<file path="src/pkg/elr_pkg.sv">
package elr_pkg;

	localparam int NUM_CH = 8;
	localparam int REG_W = 8;
	localparam int DATA_W = 32;
	localparam int ADDR_W = 8;
	localparam int IDX_LSB = 2;
	localparam int IDX_MSB = 6;
	localparam int IDX_W = 5;

	// Register indices; byte address is four times the index
	localparam logic [4:0] IDX_GLOBAL_CONFIG = 5'h0f;
	localparam logic [4:0] IDX_TX_DRIVER_TRISTATE = 5'h12;
	localparam logic [4:0] IDX_ALARM_STATUS = 5'h13;
	localparam logic [4:0] IDX_ALARM_IRQ_MASK = 5'h14;
	localparam logic [4:0] IDX_ALARM_IRQ_FLAGS = 5'h15;
	localparam logic [4:0] IDX_BANK_POINTER = 5'h1f;
	localparam logic [4:0] IDX_EXP_FORCE_SINGLE_RAIL = 5'h00;
	localparam logic [4:0] IDX_EXP_CHANNEL_LINE_CODE = 5'h01;
	localparam logic [4:0] IDX_EXP_CLOCK_RECOVERY_DISABLE = 5'h02;
	localparam logic [4:0] IDX_EXP_RECEIVER_POWERDOWN = 5'h03;
	localparam logic [4:0] IDX_EXP_TRANSMITTER_POWERDOWN = 5'h04;
	localparam logic [4:0] IDX_EXP_EXCESS_ZERO_DETECT = 5'h05;
	localparam logic [4:0] IDX_EXP_VIOLATION_DETECT_OFF = 5'h06;
	localparam logic [4:0] IDX_EXP_RX_EQUALIZER_ENABLE = 5'h07;
	localparam logic [4:0] IDX_EXP_LAST_CONFIG = 5'h07;
	localparam logic [4:0] IDX_EXP_TEST_FIRST = 5'h08;
	localparam logic [4:0] IDX_EXP_TEST_LAST = 5'h1e;
	localparam int NUM_EXP = 8;

	// Global configuration field positions
	localparam int GC_ALARM_INSERT_ON_LOSS = 6;
	localparam int GC_PROTECTION_DISABLE = 5;
	localparam int GC_LINE_CODE_AMI = 4;
	localparam int GC_JITTER_BUFFER_DEPTH = 3;
	localparam int GC_JITTER_BANDWIDTH = 2;
	localparam int GC_JITTER_PLACEMENT_HI = 1;
	localparam int GC_JITTER_PLACEMENT_LO = 0;
	localparam logic [7:0] GC_WRITABLE_MASK = 8'h7f;

	localparam logic [1:0] JITTER_IN_TX = 2'h1;
	localparam logic [1:0] JITTER_IN_RX = 2'h3;

	localparam logic [7:0] BANK_PRIMARY = 8'h00;
	localparam logic [7:0] BANK_EXPANDED = 8'haa;

	localparam logic [7:0] RST_GLOBAL_CONFIG = 8'h00;
	localparam logic [7:0] RST_TX_DRIVER_TRISTATE = 8'h00;
	localparam logic [7:0] RST_ALARM_STATUS = 8'h00;
	localparam logic [7:0] RST_ALARM_IRQ_MASK = 8'h00;
	localparam logic [7:0] RST_ALARM_IRQ_FLAGS = 8'h00;
	localparam logic [7:0] RST_BANK_POINTER = BANK_PRIMARY;
	localparam logic [7:0] RST_EXP = 8'h00;

endpackage

</file>
<file path="src/design/elr_config_alarm_regs.sv">
`timescale 1ns/100ps
module elr_config_alarm_regs (
	input wire logic pclk,
	input wire logic presetn,
	input wire logic psel,
	input wire logic penable,
	input wire logic pwrite,
	input wire logic [elr_pkg::ADDR_W-1:0] paddr,
	input wire logic [elr_pkg::DATA_W-1:0] pwdata,
	output logic [elr_pkg::DATA_W-1:0] prdata,
	output logic pready,
	output logic pslverr,
	input wire logic [elr_pkg::NUM_CH-1:0] alarm_indication_in,
	input wire logic [elr_pkg::NUM_CH-1:0] signal_absent_in,
	input wire logic [elr_pkg::NUM_CH-1:0] tx_negative_data_pin,
	input wire logic [elr_pkg::NUM_CH-1:0] tx_clock_pin,
	output logic [elr_pkg::NUM_CH-1:0] alarm_insert,
	output logic short_protect_enable,
	output logic jitter_depth_64,
	output logic jitter_bandwidth_high,
	output logic jitter_in_tx,
	output logic jitter_in_rx,
	output logic [elr_pkg::NUM_CH-1:0] tx_driver_hiz,
	output logic [elr_pkg::NUM_CH-1:0] tx_powered_down,
	output logic [elr_pkg::NUM_CH-1:0] single_rail,
	output logic [elr_pkg::NUM_CH-1:0] ami_select,
	output logic [elr_pkg::NUM_CH-1:0] clock_recovery_on,
	output logic [elr_pkg::NUM_CH-1:0] rx_powered_down,
	output logic [elr_pkg::NUM_CH-1:0] excess_zero_detect_on,
	output logic [elr_pkg::NUM_CH-1:0] violation_detect_on,
	output logic [elr_pkg::NUM_CH-1:0] rx_equalizer_on
);

	typedef struct packed {
		logic [7:0] global_config;
		logic [7:0] tx_driver_tristate;
		logic [7:0] alarm_indication;
		logic [7:0] alarm_indication_irq_mask;
		logic [7:0] alarm_indication_irq_flags;
		logic [7:0] bank_pointer;
		logic [elr_pkg::NUM_EXP-1:0][7:0] exp;
		logic [elr_pkg::DATA_W-1:0] prdata;
		logic pslverr;
		logic [7:0] alarm_insert;
		logic short_protect_enable;
		logic jitter_depth_64;
		logic jitter_bandwidth_high;
		logic jitter_in_tx;
		logic jitter_in_rx;
		logic [7:0] tx_driver_hiz;
		logic [7:0] tx_powered_down;
		logic [7:0] single_rail;
		logic [7:0] ami_select;
		logic [7:0] clock_recovery_on;
		logic [7:0] rx_powered_down;
		logic [7:0] excess_zero_detect_on;
		logic [7:0] violation_detect_on;
		logic [7:0] rx_equalizer_on;
	} elr_state_t;

	typedef enum {
		ELR_HIT_NONE,
		ELR_HIT_REG,
		ELR_HIT_TEST
	} elr_hit_t;

	elr_state_t s_r;
	elr_state_t s_nxt;

	// Register index of a byte address; the two low bits select no byte
	function automatic logic [elr_pkg::IDX_W-1:0] reg_index(
		input logic [elr_pkg::ADDR_W-1:0] addr);
		return addr[elr_pkg::IDX_MSB:elr_pkg::IDX_LSB];
	endfunction

	// Jitter placement field of a global configuration value
	function automatic logic [1:0] jitter_field(input logic [7:0] gc);
		return gc[elr_pkg::GC_JITTER_PLACEMENT_HI:elr_pkg::GC_JITTER_PLACEMENT_LO];
	endfunction

	// Classifies an address in the bank that is currently selected
	function automatic elr_hit_t decode_hit(input logic [elr_pkg::ADDR_W-1:0] addr,
		input logic expanded);
		logic [elr_pkg::IDX_W-1:0] idx;
		elr_hit_t hit;
		idx = reg_index(addr);
		hit = ELR_HIT_NONE;
		if (addr[elr_pkg::ADDR_W-1] == 1'b0) begin
			if (idx == elr_pkg::IDX_BANK_POINTER) begin
				hit = ELR_HIT_REG;
			end else if (expanded) begin
				if (idx <= elr_pkg::IDX_EXP_LAST_CONFIG) begin
					hit = ELR_HIT_REG;
				end else if (idx >= elr_pkg::IDX_EXP_TEST_FIRST &&
					idx <= elr_pkg::IDX_EXP_TEST_LAST) begin
					hit = ELR_HIT_TEST;
				end
			end else begin
				case (idx)
					elr_pkg::IDX_GLOBAL_CONFIG,
					elr_pkg::IDX_TX_DRIVER_TRISTATE,
					elr_pkg::IDX_ALARM_STATUS,
					elr_pkg::IDX_ALARM_IRQ_MASK,
					elr_pkg::IDX_ALARM_IRQ_FLAGS: begin
						hit = ELR_HIT_REG;
					end
					default: begin
						hit = ELR_HIT_NONE;
					end
				endcase
			end
		end
		return hit;
	endfunction

	// Read value of the selected register, zero where nothing is stored
	function automatic logic [7:0] read_value(input elr_state_t st,
		input logic [elr_pkg::ADDR_W-1:0] addr, input logic expanded);
		logic [elr_pkg::IDX_W-1:0] idx;
		logic [7:0] val;
		idx = reg_index(addr);
		val = 8'h00;
		if (idx == elr_pkg::IDX_BANK_POINTER) begin
			val = st.bank_pointer;
		end else if (expanded) begin
			if (idx <= elr_pkg::IDX_EXP_LAST_CONFIG) begin
				val = st.exp[idx[2:0]];
			end
		end else begin
			case (idx)
				elr_pkg::IDX_GLOBAL_CONFIG: begin
					val = st.global_config;
				end
				elr_pkg::IDX_TX_DRIVER_TRISTATE: begin
					val = st.tx_driver_tristate;
				end
				elr_pkg::IDX_ALARM_STATUS: begin
					val = st.alarm_indication;
				end
				elr_pkg::IDX_ALARM_IRQ_MASK: begin
					val = st.alarm_indication_irq_mask;
				end
				elr_pkg::IDX_ALARM_IRQ_FLAGS: begin
					val = st.alarm_indication_irq_flags;
				end
				default: begin
					val = 8'h00;
				end
			endcase
		end
		return val;
	endfunction

	logic expanded;
	logic setup_phase;
	logic access_phase;
	elr_hit_t hit;
	logic [elr_pkg::IDX_W-1:0] idx;
	logic [7:0] wbyte;
	logic status_read;
	logic [7:0] alarm_change;
	logic [7:0] forced;
	logic [7:0] ch_single;
	logic [7:0] ch_ami;

	assign expanded = (s_r.bank_pointer == elr_pkg::BANK_EXPANDED);
	assign setup_phase = psel && !penable;
	assign access_phase = psel && penable;
	assign hit = decode_hit(paddr, expanded);
	assign idx = reg_index(paddr);
	assign wbyte = pwdata[7:0];

	always_comb begin
		s_nxt = s_r;

		// Read data and error prepared in setup so the access needs no wait
		if (setup_phase) begin
			if (hit == ELR_HIT_NONE) begin
				// Upper address half is refused, not aliased; a refused read shows zero
				s_nxt.prdata = 32'h00000000;
			end else begin
				s_nxt.prdata = {24'h000000, read_value(s_r, paddr, expanded)};
			end
			s_nxt.pslverr = (hit == ELR_HIT_NONE);
		end

		// Writes land only at the completing access edge
		if (access_phase && pwrite && hit == ELR_HIT_REG) begin
			if (idx == elr_pkg::IDX_BANK_POINTER) begin
				s_nxt.bank_pointer = wbyte;
			end else if (expanded) begin
				// Only words 00-07 decode as registers here; test words never land
				s_nxt.exp[idx[2:0]] = wbyte;
			end else begin
				case (idx)
					elr_pkg::IDX_GLOBAL_CONFIG: begin
						s_nxt.global_config = wbyte & elr_pkg::GC_WRITABLE_MASK;
					end
					elr_pkg::IDX_TX_DRIVER_TRISTATE: begin
						s_nxt.tx_driver_tristate = wbyte;
					end
					elr_pkg::IDX_ALARM_IRQ_MASK: begin
						s_nxt.alarm_indication_irq_mask = wbyte;
					end
					elr_pkg::IDX_ALARM_STATUS,
					elr_pkg::IDX_ALARM_IRQ_FLAGS: begin
						// Read-only words: the write is dropped without an error
						s_nxt.global_config = s_r.global_config;
					end
					default: begin
						s_nxt.global_config = s_r.global_config;
					end
				endcase
			end
		end

		// Status tracks the detector; a change under mask latches a flag
		s_nxt.alarm_indication = alarm_indication_in;
		alarm_change = alarm_indication_in ^ s_r.alarm_indication;
		status_read = access_phase && !pwrite && !expanded && hit == ELR_HIT_REG &&
			idx == elr_pkg::IDX_ALARM_STATUS;
		// Set beats clear so an edge during the read is not lost
		s_nxt.alarm_indication_irq_flags =
			(s_r.alarm_indication_irq_flags & ~{8{status_read}}) |
			(alarm_change & s_r.alarm_indication_irq_mask);

		// Registered control outputs
		s_nxt.alarm_insert = signal_absent_in &
			{8{s_r.global_config[elr_pkg::GC_ALARM_INSERT_ON_LOSS]}};
		s_nxt.short_protect_enable =
			!s_r.global_config[elr_pkg::GC_PROTECTION_DISABLE];
		s_nxt.jitter_depth_64 = s_r.global_config[elr_pkg::GC_JITTER_BUFFER_DEPTH];
		s_nxt.jitter_bandwidth_high =
			s_r.global_config[elr_pkg::GC_JITTER_BANDWIDTH];
		s_nxt.jitter_in_tx = (jitter_field(s_r.global_config) == elr_pkg::JITTER_IN_TX);
		s_nxt.jitter_in_rx = (jitter_field(s_r.global_config) == elr_pkg::JITTER_IN_RX);

		s_nxt.tx_powered_down = s_r.exp[elr_pkg::IDX_EXP_TRANSMITTER_POWERDOWN[2:0]] |
			~tx_clock_pin;
		// A powered-down transmitter floats its driver as well
		s_nxt.tx_driver_hiz = s_r.tx_driver_tristate | s_nxt.tx_powered_down;

		s_nxt.clock_recovery_on =
			~s_r.exp[elr_pkg::IDX_EXP_CLOCK_RECOVERY_DISABLE[2:0]];
		// Forcing single rail is only honoured with recovery running
		forced = s_r.exp[elr_pkg::IDX_EXP_FORCE_SINGLE_RAIL[2:0]] &
			s_nxt.clock_recovery_on;
		ch_single = forced | (~forced & tx_negative_data_pin);
		s_nxt.single_rail = ch_single;
		ch_ami = (forced & s_r.exp[elr_pkg::IDX_EXP_CHANNEL_LINE_CODE[2:0]]) |
			(~forced & {8{s_r.global_config[elr_pkg::GC_LINE_CODE_AMI]}});
		s_nxt.ami_select = ch_ami;

		s_nxt.rx_powered_down = s_r.exp[elr_pkg::IDX_EXP_RECEIVER_POWERDOWN[2:0]];
		// Decoder checks only mean something for single-rail HDB3
		s_nxt.excess_zero_detect_on = s_r.exp[elr_pkg::IDX_EXP_EXCESS_ZERO_DETECT[2:0]] &
			ch_single & ~ch_ami;
		s_nxt.violation_detect_on = ~s_r.exp[elr_pkg::IDX_EXP_VIOLATION_DETECT_OFF[2:0]] &
			ch_single & ~ch_ami;
		s_nxt.rx_equalizer_on = s_r.exp[elr_pkg::IDX_EXP_RX_EQUALIZER_ENABLE[2:0]];
	end

	always_ff @(posedge pclk or negedge presetn) begin
		if (!presetn) begin
			s_r.global_config <= elr_pkg::RST_GLOBAL_CONFIG;
			s_r.tx_driver_tristate <= elr_pkg::RST_TX_DRIVER_TRISTATE;
			s_r.alarm_indication <= elr_pkg::RST_ALARM_STATUS;
			s_r.alarm_indication_irq_mask <= elr_pkg::RST_ALARM_IRQ_MASK;
			s_r.alarm_indication_irq_flags <= elr_pkg::RST_ALARM_IRQ_FLAGS;
			s_r.bank_pointer <= elr_pkg::RST_BANK_POINTER;
			s_r.exp <= {elr_pkg::NUM_EXP{elr_pkg::RST_EXP}};
			s_r.prdata <= 32'h00000000;
			s_r.pslverr <= 1'b0;
			s_r.alarm_insert <= 8'h00;
			s_r.short_protect_enable <= 1'b1;
			s_r.jitter_depth_64 <= 1'b0;
			s_r.jitter_bandwidth_high <= 1'b0;
			s_r.jitter_in_tx <= 1'b0;
			s_r.jitter_in_rx <= 1'b0;
			s_r.tx_driver_hiz <= 8'h00;
			s_r.tx_powered_down <= 8'h00;
			s_r.single_rail <= 8'h00;
			s_r.ami_select <= 8'h00;
			s_r.clock_recovery_on <= 8'hff;
			s_r.rx_powered_down <= 8'h00;
			s_r.excess_zero_detect_on <= 8'h00;
			s_r.violation_detect_on <= 8'h00;
			s_r.rx_equalizer_on <= 8'h00;
		end else begin
			s_r <= s_nxt;
		end
	end

	// Zero wait states: every access completes in its first access cycle
	assign pready = 1'b1;
	assign prdata = s_r.prdata;
	assign pslverr = s_r.pslverr;
	assign alarm_insert = s_r.alarm_insert;
	assign short_protect_enable = s_r.short_protect_enable;
	assign jitter_depth_64 = s_r.jitter_depth_64;
	assign jitter_bandwidth_high = s_r.jitter_bandwidth_high;
	assign jitter_in_tx = s_r.jitter_in_tx;
	assign jitter_in_rx = s_r.jitter_in_rx;
	assign tx_driver_hiz = s_r.tx_driver_hiz;
	assign tx_powered_down = s_r.tx_powered_down;
	assign single_rail = s_r.single_rail;
	assign ami_select = s_r.ami_select;
	assign clock_recovery_on = s_r.clock_recovery_on;
	assign rx_powered_down = s_r.rx_powered_down;
	assign excess_zero_detect_on = s_r.excess_zero_detect_on;
	assign violation_detect_on = s_r.violation_detect_on;
	assign rx_equalizer_on = s_r.rx_equalizer_on;

endmodule

</file>
<file path="config.mk">
export PLATFORM = sky130hd
export DESIGN_NAME = elr_config_alarm_regs
export DESIGN_NICKNAME = d
export VERILOG_FILES = /design/src/pkg/elr_pkg.sv /design/src/design/elr_config_alarm_regs.sv
export SDC_FILE = /design/constraint.sdc
export NUM_CORES = 1
export LEC_CHECK = 0
export ABC_AREA = 1
export BUFFER_PORTS_ARGS = -buffer_cell sky130_fd_sc_hd__buf_2
export CORE_MARGIN = 3
export CORE_UTILIZATION = 50
export DETAILED_ROUTE_END_ITERATION = 16
export PLACE_DENSITY = 0.84
export SYNTH_ARGS = -nofsm -noshare
export SYNTH_HDL_FRONTEND = slang
export SYNTH_SLANG_ARGS = --single-unit
</file>
<file path="constraint.sdc">
create_clock -name pclk -period 1.8 [get_ports pclk]
set_input_delay 0.09 -clock pclk [delete_from_list [all_inputs] [get_ports pclk]]
set_output_delay 0.09 -clock pclk [all_outputs]
set_load 0.02 [all_outputs]
</file>
* Word level (Yosys, flattened, before mapping)
Index checks and enable logic that the tools add are counted.
Word-level totals: register bits 229, output and inout port bits 119, input port bits 77, word-level logic and storage cells 108
Cells by class: bitwise operators 25, mux-type cells 16, reduce and logical (&&, ||, !) cells 21, equality and inequality tests 10, $lt $le $gt $ge 5
Operators with widths (number):
- 32-bit 2-to-1 mux | 3
- 8-bit AND | 11
- 64-bit bitwise mux | 1
- 8-bit 2-to-1 mux | 6
- 8-bit inverter | 6
- 8-bit bitwise OR | 5
- 8-bit one-hot mux with 5 select lines | 1
- 32-bit by 2-bit == test with 1-bit output (second input constant) | 1
- 32-bit zero test | 1
- 5-bit == test (second input constant) | 5
- 8-bit binary-select mux with 3-bit select | 1
- 8-bit demux with 3-bit select | 1
- 4-bit AND reduction | 3
- 1-bit logical AND | 10
- 8-bit == test (second input constant) | 1
- 8-bit bitwise XOR | 1
- 5-bit by 4-bit == test with 1-bit output (second input constant) | 1
- 5-bit by 4-bit greater-or-equal comparator with 1-bit output (second input constant) | 1
- 5-bit by 3-bit <= comparator with 1-bit output (second input constant) | 1
- 5-bit <= comparator (second input constant) | 1
- 5-bit OR reduction | 1
- 1-bit zero test | 4
- 3-bit by 4-bit < comparator with 1-bit output (second input constant) | 1
- 2-bit 2-to-1 mux | 2
- 7 further kinds | 8

* Longest topological paths before layout
Gate-level depths: netlist of the first run.
depth in word-level cells 13, depth in mapped cells 13, gate-level depth less buffers 11

* Worst setup path after synthesis of the first run
Ideal clock, no wire load.
path kind register -> register, start point register s_r[182] in the netlist's numbering, end point register s_r, in the netlist s_nxt[24], clock period less this slack 1.730 ns, setup slack 0.070 ns, setup time 0.118 ns, required time 1.682 ns, arrival 1.611 ns, cell stages (with the launch flop) 10, buffers on the path 1, cell sequence dfrtp_1 -> inv_1 -> nand2_1 -> nor2_1 -> nand2_1 -> nor2_2 -> buf_2 -> nand4_4 -> nand2_1 -> nand2_1
Between the ends: word-level cells in the longest chain between the ends 7
RTL lines:
- start: declaration | RTL line elr_config_alarm_regs.sv:67 | elr_state_t s_r;
- 8-bit == test * | RTL line elr_config_alarm_regs.sv:166 | assign expanded = (s_r.bank_pointer == elr_pkg::BANK_EXPANDED);
- 32-bit 2-to-1 mux | RTL line elr_config_alarm_regs.sv:91 | end else if (expanded) begin
- 32-bit 2-to-1 mux | RTL line elr_config_alarm_regs.sv:89 | if (idx == elr_pkg::IDX_BANK_POINTER) begin
- 32-bit 2-to-1 mux | RTL line elr_config_alarm_regs.sv:88 | if (addr[elr_pkg::ADDR_W-1] == 1'b0) begin
- 32-bit by 2-bit == test with 1-bit output | RTL line elr_config_alarm_regs.sv:188 | if (access_phase && pwrite && hit == ELR_HIT_REG) begin
- 1-bit logical AND | RTL line elr_config_alarm_regs.sv:188
- 3-bit AND reduction (no source line) *
Mark *: on every way between the ends. The rest lies on a longest branch, timed or not. A chain may end at the register's enable or synchronous reset.

* Final worst setup path of the first run
start point register s_r[185] in the netlist's numbering, end point register s_r[218] in the netlist's numbering
Between the ends: word-level cells in the longest chain between the ends 7
RTL lines (RTL line):
- 8-bit == test * | elr_config_alarm_regs.sv:166
- 32-bit 2-to-1 mux | elr_config_alarm_regs.sv:91
- 32-bit 2-to-1 mux | elr_config_alarm_regs.sv:89
- 32-bit 2-to-1 mux | elr_config_alarm_regs.sv:88
- 32-bit by 2-bit == test with 1-bit output | elr_config_alarm_regs.sv:188
- 1-bit logical AND | elr_config_alarm_regs.sv:188
- 4-bit AND reduction (no source line) *
Marked as above.

==> impl_metrics.ini, run 1 <==
[clocking]
clk_path_buf_depth = 3
clkSinkCount = 205
htreeDepth = 1
cts_tree = done
cts_buffers = 22
clkTransAtPathRegs_ps = 60
clockRootBuffer = clkbuf_16
clock_latency_ps = 500

[final_layout]
final_area_sq_um = 11400
fin_util_pct = 62.3
antenna_cells = 0
drive_gt1_share_pct = 23.6
fin_nets = 1295
area_growth_pct = 20.0

[critical_path]
crit_path_end_kind = flip-flop
cp_slowest_cell = dfrtp_1
critPathLaunchType = flip-flop
crit_arrival_ps = 2120
critPathKind = flip-flop to flip-flop
crit_start = s_r[185]
cpPeakStageDelay_ps = 400
crit_required_ps = 2170
worst-path-max-fanout = 8
crit_chain = nand2_1 -> nor2_4 -> nand2_4 -> buf_6 -> o21bai_2 -> nor2_4 -> clkbuf_16 -> nand3_4 -> nand2_2 -> o21ai_1
r2r_start = s_r[185]
cp_common_cell = nor2_4

[sta]
rsz0062_at_grt = yes
period_share_pct = 97.0
holdWs_ps = 36.6
relSlewSlack_pct = 57.0
fin_crit_ps = 1750
finalHoldViolCount = 0
worst_clock_skew_ps = 9.98
setup_viol = 0
maxSlewViolCount = 0
worstMarginPinSlew_ps = 645
timing.fmax_mhz = 573

[drt]
detail_route.first_pass.iterations = 6
routed_via_density = 5.32
wl_per_cell_microns = 17.7
routed_wirelength_mm = 25.9
drt_iter0_markers = 815
drc_errors = 0
postRouteAntennaNets = 0
via_count = 7789

[place]
place_area_sq_um = 9930
gp_congestion = 0.908
port_buffers = 144
post-dp-hpwl_mm = 16.8

[synthesis]
netlist_top_cells_count = nand2_1 (342), dfrtp_1 (196), buf_4 (122)
netlist_instances = 1086
ys_ff_latch = 205
synth_edf_count = 0
yosys.area.top_type = dfrtp_1
synth_area_leaders = dfrtp_1 (52%), nand2_1 (14%), buf_4 (9.7%)
netlist_area_sq_um = 9480
ys_types = 33
synth_top_area_share_pct = 51.7
ys_seq_area_share_pct = 54.2
ys.flop_type = dfrtp_1
syn_area_per_cell_sq_um = 8.73
synthArstFlopShare_pct = 100
yosysWarnings = 0
yosysMostFrequentCell = nand2_1

[job]
maxCapViolations = 0

[hold_path]
hp-start = pwdata[4]
min_path_type = input pin to flip-flop

[floorplanning]
rows = 49
initial_core_util_pct = 51.9
die_w_microns = 144
die_y_microns = 144
core_area_sq_um = 18300
pin_count = 196
dieArea_sq_um = 20600

[global_routing]
grt_antenna_before_repair = 2
grt_first_pass_wirelength_mm = 38.5
grtUsageTotal_pct = 23.6
grt_max_degree = 77
grt_overflow_total = 0
grt_pass1_vias = 7326

[pwr]
power_w = 0.0101
peakVddDrop_mv = 0.639
leakage_nw = 6.29
powerDensity_nw_per_um2 = 885

[run_status]
status = completed
==> critical path: cells and delay by family (launching register included) <==
kind | cells | cell delay, ps
simple gates | 6 | 720
compound gates | 2 | 180
buf+inv | 2 | 310
flops | 1 | 400
==> cells in the final DEF, fill, tap and decap left out, types with 8 or more instances in the layout <==
master         count
conb_1            25
o22ai_1           16
buf_2            143
nand2_1          335
o21ai_2            8
o21ai_0           44
buf_4             30
dfstp_2            9
dfrtp_1          196
nand2_2            9
clkbuf_16         26
buf_12            10
nand4_4            8
nor2_1            57
nand3_1           97
nor3_1             9
dlygate4sd3_1     40
inv_1             86
a21oi_1           19
==> cells by family after synthesis <==
logic type             count (synthesis)  synth area share [%]
buffers and inverters                236                  14.4
AO/OA/AOI/OAI                        100                  5.93
flip-flops                           205                  54.2
other                                  2                0.0792
AND/OR/NAND/NOR                      543                  25.4
==> flip-flops by register name, summed over array words and instances (netlist names), 8 cells and up <==
name                   flops
ami_select                 8
s_r                       93
single_rail                8
excess_zero_detect_on      8
rx_equalizer_on            8
tx_powered_down            8
clock_recovery_on          8
tx_driver_hiz              8
alarm_insert               8
prdata                     8
violation_detect_on        8
rx_powered_down            8
s_nxt                     18
==> cell type report <==
type,count,area (sq um)
Fill cell,1440,6900
Sequential cell,205,5140
Multi-Input combinational cell,670,3220
Timing Repair Buffer,229,1650
Clock buffer,32,639
Inverter,90,338
Tap cell,229,287
Clock inverter,8,95.1
==> per-layer routing <==
layer | wire, microns | part of all wire [%] | GRT usage, % | vias to the layer above
met5 | 27 | 0.10 | 0 | -
met4 | 911 | 3.5 | 7.19 | 4
met3 | 2550 | 9.8 | 4.29 | 90
met2 | 12100 | 47 | 38.6 | 485
met1 | 10200 | 40 | 32.3 | 3631
li1 | - | - | - | 3579
==> metrics by stage <==
stage / setup TNS (ps) / cells / setup WS [ps]
floorplan: 0 / 1109 / 70.2
global placement: -94.5 / 1372 / -15.9
detailed placement: -1530 / 1372 / -101
CTS: -58.5 / 1452 / -17.5
global route: -363 / 1463 / -62.0
finish: 0 / 1463 / 54.1
==> worst paths after layout <==
kind | end | slack [ps] | cells past startpoint
min | s_nxt[28] | 40 | 3
max | s_r[218] | 50 | 10
min reg2reg | rx_equalizer_on[6] | 410 | 0
min in group asynchronous | ami_select[4] | 170 | 2
max reg2reg | s_r[218] | 50 | 10
max in group asynchronous | s_r[208] | 980 | 3
==> timing repair <==
item | 4_1_cts | 5_1_grt
endpoints found under the setup margin | 64 | 107
endpoints found under the hold margin | 138 | 0
setup buffers | 0 | 5
resized for setup | 5 | 28
pin swaps | 1 | 12
cloned | 0 | 6
hold buffers | 40 | 0
==> report_power, final <==
group / internal, W / total [W] / switching (W)
registers: 0.00468 / 0.00470 / 0.0000283
logic: 0.000269 / 0.000816 / 0.000547
clock network: 0.00275 / 0.00455 / 0.00180
total: 0.00770 / 0.0101 / 0.00237
Power figures use the tool's default switching activity.
==> inputs of run 2 (changes only) <==
CORE_UTILIZATION = 51   (was 50)
CTS_BUF_LIST = sky130_fd_sc_hd__clkbuf_4 sky130_fd_sc_hd__clkbuf_8   (was unset)
PLACE_DENSITY = 0.85   (was 0.84)
==> impl_metrics.ini, run 2 (synthesis results as in run 1) <==
[critical_path]
critPathCapture = s_r[164]
critPathKind = flip-flop to flip-flop
cp_slowest_cell = dfrtp_1
cp_num_buf_inv = 5
crit_arrival_ps = 2190
regToRegSetupSlack_ps = 60
r2r_cells = 12
path_depth = 12
timing.rr.end = s_r[164]
cpPeakStageDelay_ps = 390
crit_start = s_r[184]
r2r_start = s_r[184]
crit_required_ps = 2260
crit_path_end_kind = flip-flop
worst-path-max-fanout = 8
critPathLaunchType = flip-flop
cpLargestDelayFamily = simple AND/OR/NAND/NOR gates
crit_chain = inv_2 -> nand2_1 -> nor2_2 -> nand2_4 -> buf_12 -> nor2_4 -> inv_2 -> nor2_4 -> buf_12 -> clkbuf_16 -> nand3_1 -> nand2_1

[clocking]
clkSinkCount = 205
clk_path_buf_depth = 3
cts_tree = done
cts_buffers = 35
htreeDepth = 2
clock_latency_ps = 530
clkTransAtPathRegs_ps = 60
clockRootBuffer = clkbuf_8

[floorplanning]
pin_count = 196
initial_core_util_pct = 52.4
die_w_microns = 142
die_y_microns = 142
rows = 49
core_area_sq_um = 18100
dieArea_sq_um = 20300

[global_routing]
use_met3_pct = 5.11
grt_pass1_vias = 7476
grt_overflow_total = 0
use_met1_pct = 33.3
grtUsageTotal_pct = 24.6
grt_max_degree = 58
use_met2_pct = 38.2
grt_antenna_before_repair = 0
grt_busiest_layer = met2
grt_first_pass_wirelength_mm = 39.2

[sta]
maxSlewViolCount = 0
finalHoldViolCount = 0
timing.fmax_mhz = 576
fin_crit_ps = 1740
finalSetupTns_ps = 0
setup_viol = 0
holdWs_ps = 66.1
worst_clock_skew_ps = 22.8
period_share_pct = 96.4
final.setup.worst_slack_ps = 64.6

[drt]
routed_via_density = 5.38
wl_per_cell_microns = 17.6
drt_iter0_markers = 806
postRouteAntennaNets = 0
drc_errors = 0
via_count = 8015
routed_wirelength_mm = 26.2
detail_route.first_pass.iterations = 5

[place]
port_buffers = 144
post-place-ws_ps = -141
post-dp-hpwl_mm = 16.9
place_area_sq_um = 9930
gp_congestion = 0.924

[final_layout]
top_register = s_r
area_growth_pct = 21.5
fin_nets = 1316
final_common_cell = nand2_1
drive_gt1_share_pct = 25.6
largest_reg_flops = 93
final_area_sq_um = 11500
antenna_cells = 0
final_cell_mix = nand2_1 (334), dfrtp_1 (196), buf_2 (143)

[pwr]
leakage_nw = 6.39
power_w = 0.00999
peakVddDrop_mv = 0.520
powerDensity_nw_per_um2 = 868

[hold_path]
hp-start = paddr[6]
min_path_type = input pin to flip-flop

[job]
maxCapViolations = 0

[run_status]
status = completed
-- run 2: worst register-to-register path, cell delays in order, from the launching register on --
cell and delay [ps]:
dfrtp_1 390, inv_2 60, nand2_1 50, nor2_2 150
nand2_4 100, buf_12 140, nor2_4 140, inv_2 70
nor2_4 100, buf_12 160, clkbuf_16 170, nand3_1 80
nand2_1 80
-- run 2: area by class of cell --
| cell class | count | area (sq um) |
|---|---|---|
| clock buffer | 53 | 692 |
| timing repair buffer | 237 | 1770 |
| clock inverter | 7 | 67.6 |
| fill | 1358 | 6570 |
| tap | 229 | 287 |
| multi-input combinational | 670 | 3220 |
| inverter | 90 | 338 |
| sequential | 205 | 5140 |
-- run 2: worst min-delay path by stage --
stage,endpoint,slack (ps),cells past startpoint
finish,s_r[183],70,4
global route,s_r[191],70,5
CTS,s_r[183],40,4
detailed placement,rx_powered_down[4],100,1
global placement,rx_powered_down[4],100,1
floorplan,alarm_insert[0],-210,0
-- run 2: what timing repair did --
action / 4_1_cts / 5_1_grt
hold buffers: 43 / 0
gates cloned: 0 / 8
setup endpoints to repair: 78 / 103
pin swaps: 0 / 11
gates resized for setup: 5 / 28
buffers inserted: 0 / 9
hold endpoints to repair: 338 / 0
-- run 2: where the power goes --
part           total, W  switching (W)  internal [W]
Sequential      0.00471      0.0000278       0.00468
Combinational  0.000820       0.000548      0.000272
Clock           0.00446        0.00186       0.00260
-- run 2: through the flow --
| stage | instances | utilization, % |
|---|---|---|
| finish | 1491 | 63.7 |
| global route | 1491 | 63.7 |
| CTS | 1474 | 61.7 |
| detailed placement | 1371 | 54.9 |
| global placement | 1371 | 54.9 |
| floorplan | 1109 | - |
-- run 2: metal layers --
layer / routed length (microns) / up-vias
met1: 10100 / 3789
li1: - / 3619
met5: 0 / -
met3: 2580 / 101
met2: 12200 / 506
met4: 1260 / 0
==> inputs of run 3 (changes only) <==
HOLD_SLACK_MARGIN = 0.12   (was unset)
==> impl_metrics.ini, run 3 (synthesis results as in run 1) <==
[critical_path]
path_depth = 9
crit_start = paddr[6]
worst-path-max-fanout = 8
r2r_cells = 12
cp_slowest_cell = dlygate4sd3_1
cpLargestDelayFamily = buffers and inverters
crit_arrival_ps = 2230
crit_chain = dlygate4sd3_1 -> buf_2 -> inv_1 -> nand2_1 -> inv_1 -> nand3_1 -> o21ai_0 -> nand3_1 -> nand2_1
critPathKind = input pin to flip-flop
cpPeakStageDelay_ps = 540
crit_path_end_kind = flip-flop
critPathLaunchType = input pin
crit_required_ps = 2250
cp_num_buf_inv = 4
r2r_start = s_r[184]

[sta]
maxSlewViolCount = 0
final.setup.worst_slack_ps = 18.9
finalSetupTns_ps = 0
finalHoldViolCount = 0
fin_crit_ps = 1780
worst_clock_skew_ps = 25.1
holdWs_ps = 166
period_share_pct = 98.9
timing.fmax_mhz = 561
setup_viol = 0

[clocking]
clockRootBuffer = clkbuf_8
clkSinkCount = 205
cts_buffers = 35
clkTransAtPathRegs_ps = 60
clock_latency_ps = 530
cts_tree = done
htreeDepth = 2
clk_path_buf_depth = 3

[final_layout]
final-instance-count-excl-fill = 1494
largest_reg_flops = 93
final_cell_mix = nand2_1 (333), dfrtp_1 (196), buf_2 (143)
antenna_cells = 0
top_register = s_r
fin_nets = 1319
final_common_cell = nand2_1
drive_gt1_share_pct = 25.6
area_growth_pct = 21.8

[drt]
wl_per_cell_microns = 17.6
detail_route.first_pass.iterations = 7
routed_wirelength_mm = 26.3
drt_iter0_markers = 822
drc_errors = 0
via_count = 8025
routed_via_density = 5.37
postRouteAntennaNets = 0

[floorplanning]
rows = 49
die_y_microns = 142
initial_core_util_pct = 52.4
dieArea_sq_um = 20300
core_area_sq_um = 18100
pin_count = 196
die_w_microns = 142

[pwr]
leakage_nw = 6.40
power_w = 0.0100
peakVddDrop_mv = 0.530
powerDensity_nw_per_um2 = 866

[hold_path]
min_path_type = input pin to flip-flop
hp-start = paddr[7]
holdPathStages = 6

[place]
port_buffers = 144
post-dp-hpwl_mm = 16.9
place_inst = 1371
post-place-ws_ps = -141
gp_congestion = 0.924

[global_routing]
grt_first_pass_wirelength_mm = 39.3
grt_overflow_total = 0
grt_max_degree = 58
grt_antenna_before_repair = 0
grt_pass1_vias = 7493
grtUsageTotal_pct = 24.6

[run_status]
status = completed

[job]
maxCapViolations = 0
==> run 3: cell types whose count changed in the layout (fill, tap and decap cells not counted) <==
cell / change
dlygate4sd3_1: +3
nand2_1: -1
nand2_2: +1
==> run 3: through the flow <==
stage / utilization, % / cell area [sq um]
6_report: 63.8 / 11500
4_1_cts: 61.9 / 11200
3_5_place_dp: 54.9 / 9930
3_3_place_gp: 54.9 / 9930
2_1_floorplan: - / 9570
5_1_grt: 63.8 / 11500
==> run 3: worst paths after layout <==
path | slack [ps] | end
min reg2reg | 400 | rx_equalizer_on[2]
max in group asynchronous | 470 | short_protect_enable
max | 20 | prdata[0]
min in group asynchronous | 640 | ami_select[7]
max reg2reg | 50 | s_nxt[6]
min | 170 | s_r[185]
==> run 3: area by class of cell <==
| cell class | count | area [sq um] |
|---|---|---|
| Clock buffer | 53 | 692 |
| Fill cell | 1353 | 6540 |
| Inverter | 90 | 338 |
| Clock inverter | 7 | 67.6 |
| Tap cell | 229 | 287 |
| Timing Repair Buffer | 240 | 1800 |
| Multi-Input combinational cell | 670 | 3230 |
| Sequential cell | 205 | 5140 |
==> run 3: layer usage <==
layer | vias to the layer above | global-route usage, % | share of wire (%)
met5 | - | 0 | 0
met4 | 0 | 11.6 | 4.9
met3 | 110 | 5.17 | 10
met2 | 509 | 38.5 | 46
met1 | 3774 | 33.2 | 38
li1 | 3632 | - | -
==> run 3: what timing repair did <==
| item | in CTS | in global routing |
|---|---|---|
| endpoints found under the hold margin | 368 | 0 |
| pin swaps | 0 | 11 |
| gates resized for setup | 5 | 29 |
| endpoints found under the setup margin | 78 | 103 |
| gates cloned | 0 | 8 |
| hold buffers | 46 | 0 |
| buffers inserted | 0 | 9 |
==> run 3: where the power goes <==
group / internal, W / switching (W)
logic: 0.000276 / 0.000550
clock network: 0.00260 / 0.00186
registers: 0.00468 / 0.0000279
==> run 3: worst reg2reg max path, delay by kind of cell (launching register included) <==
family | cells | cell delay (ps)
AND/OR/NAND/NOR | 7 | 710
buffers and inverters | 5 | 580
flip-flops | 1 | 390
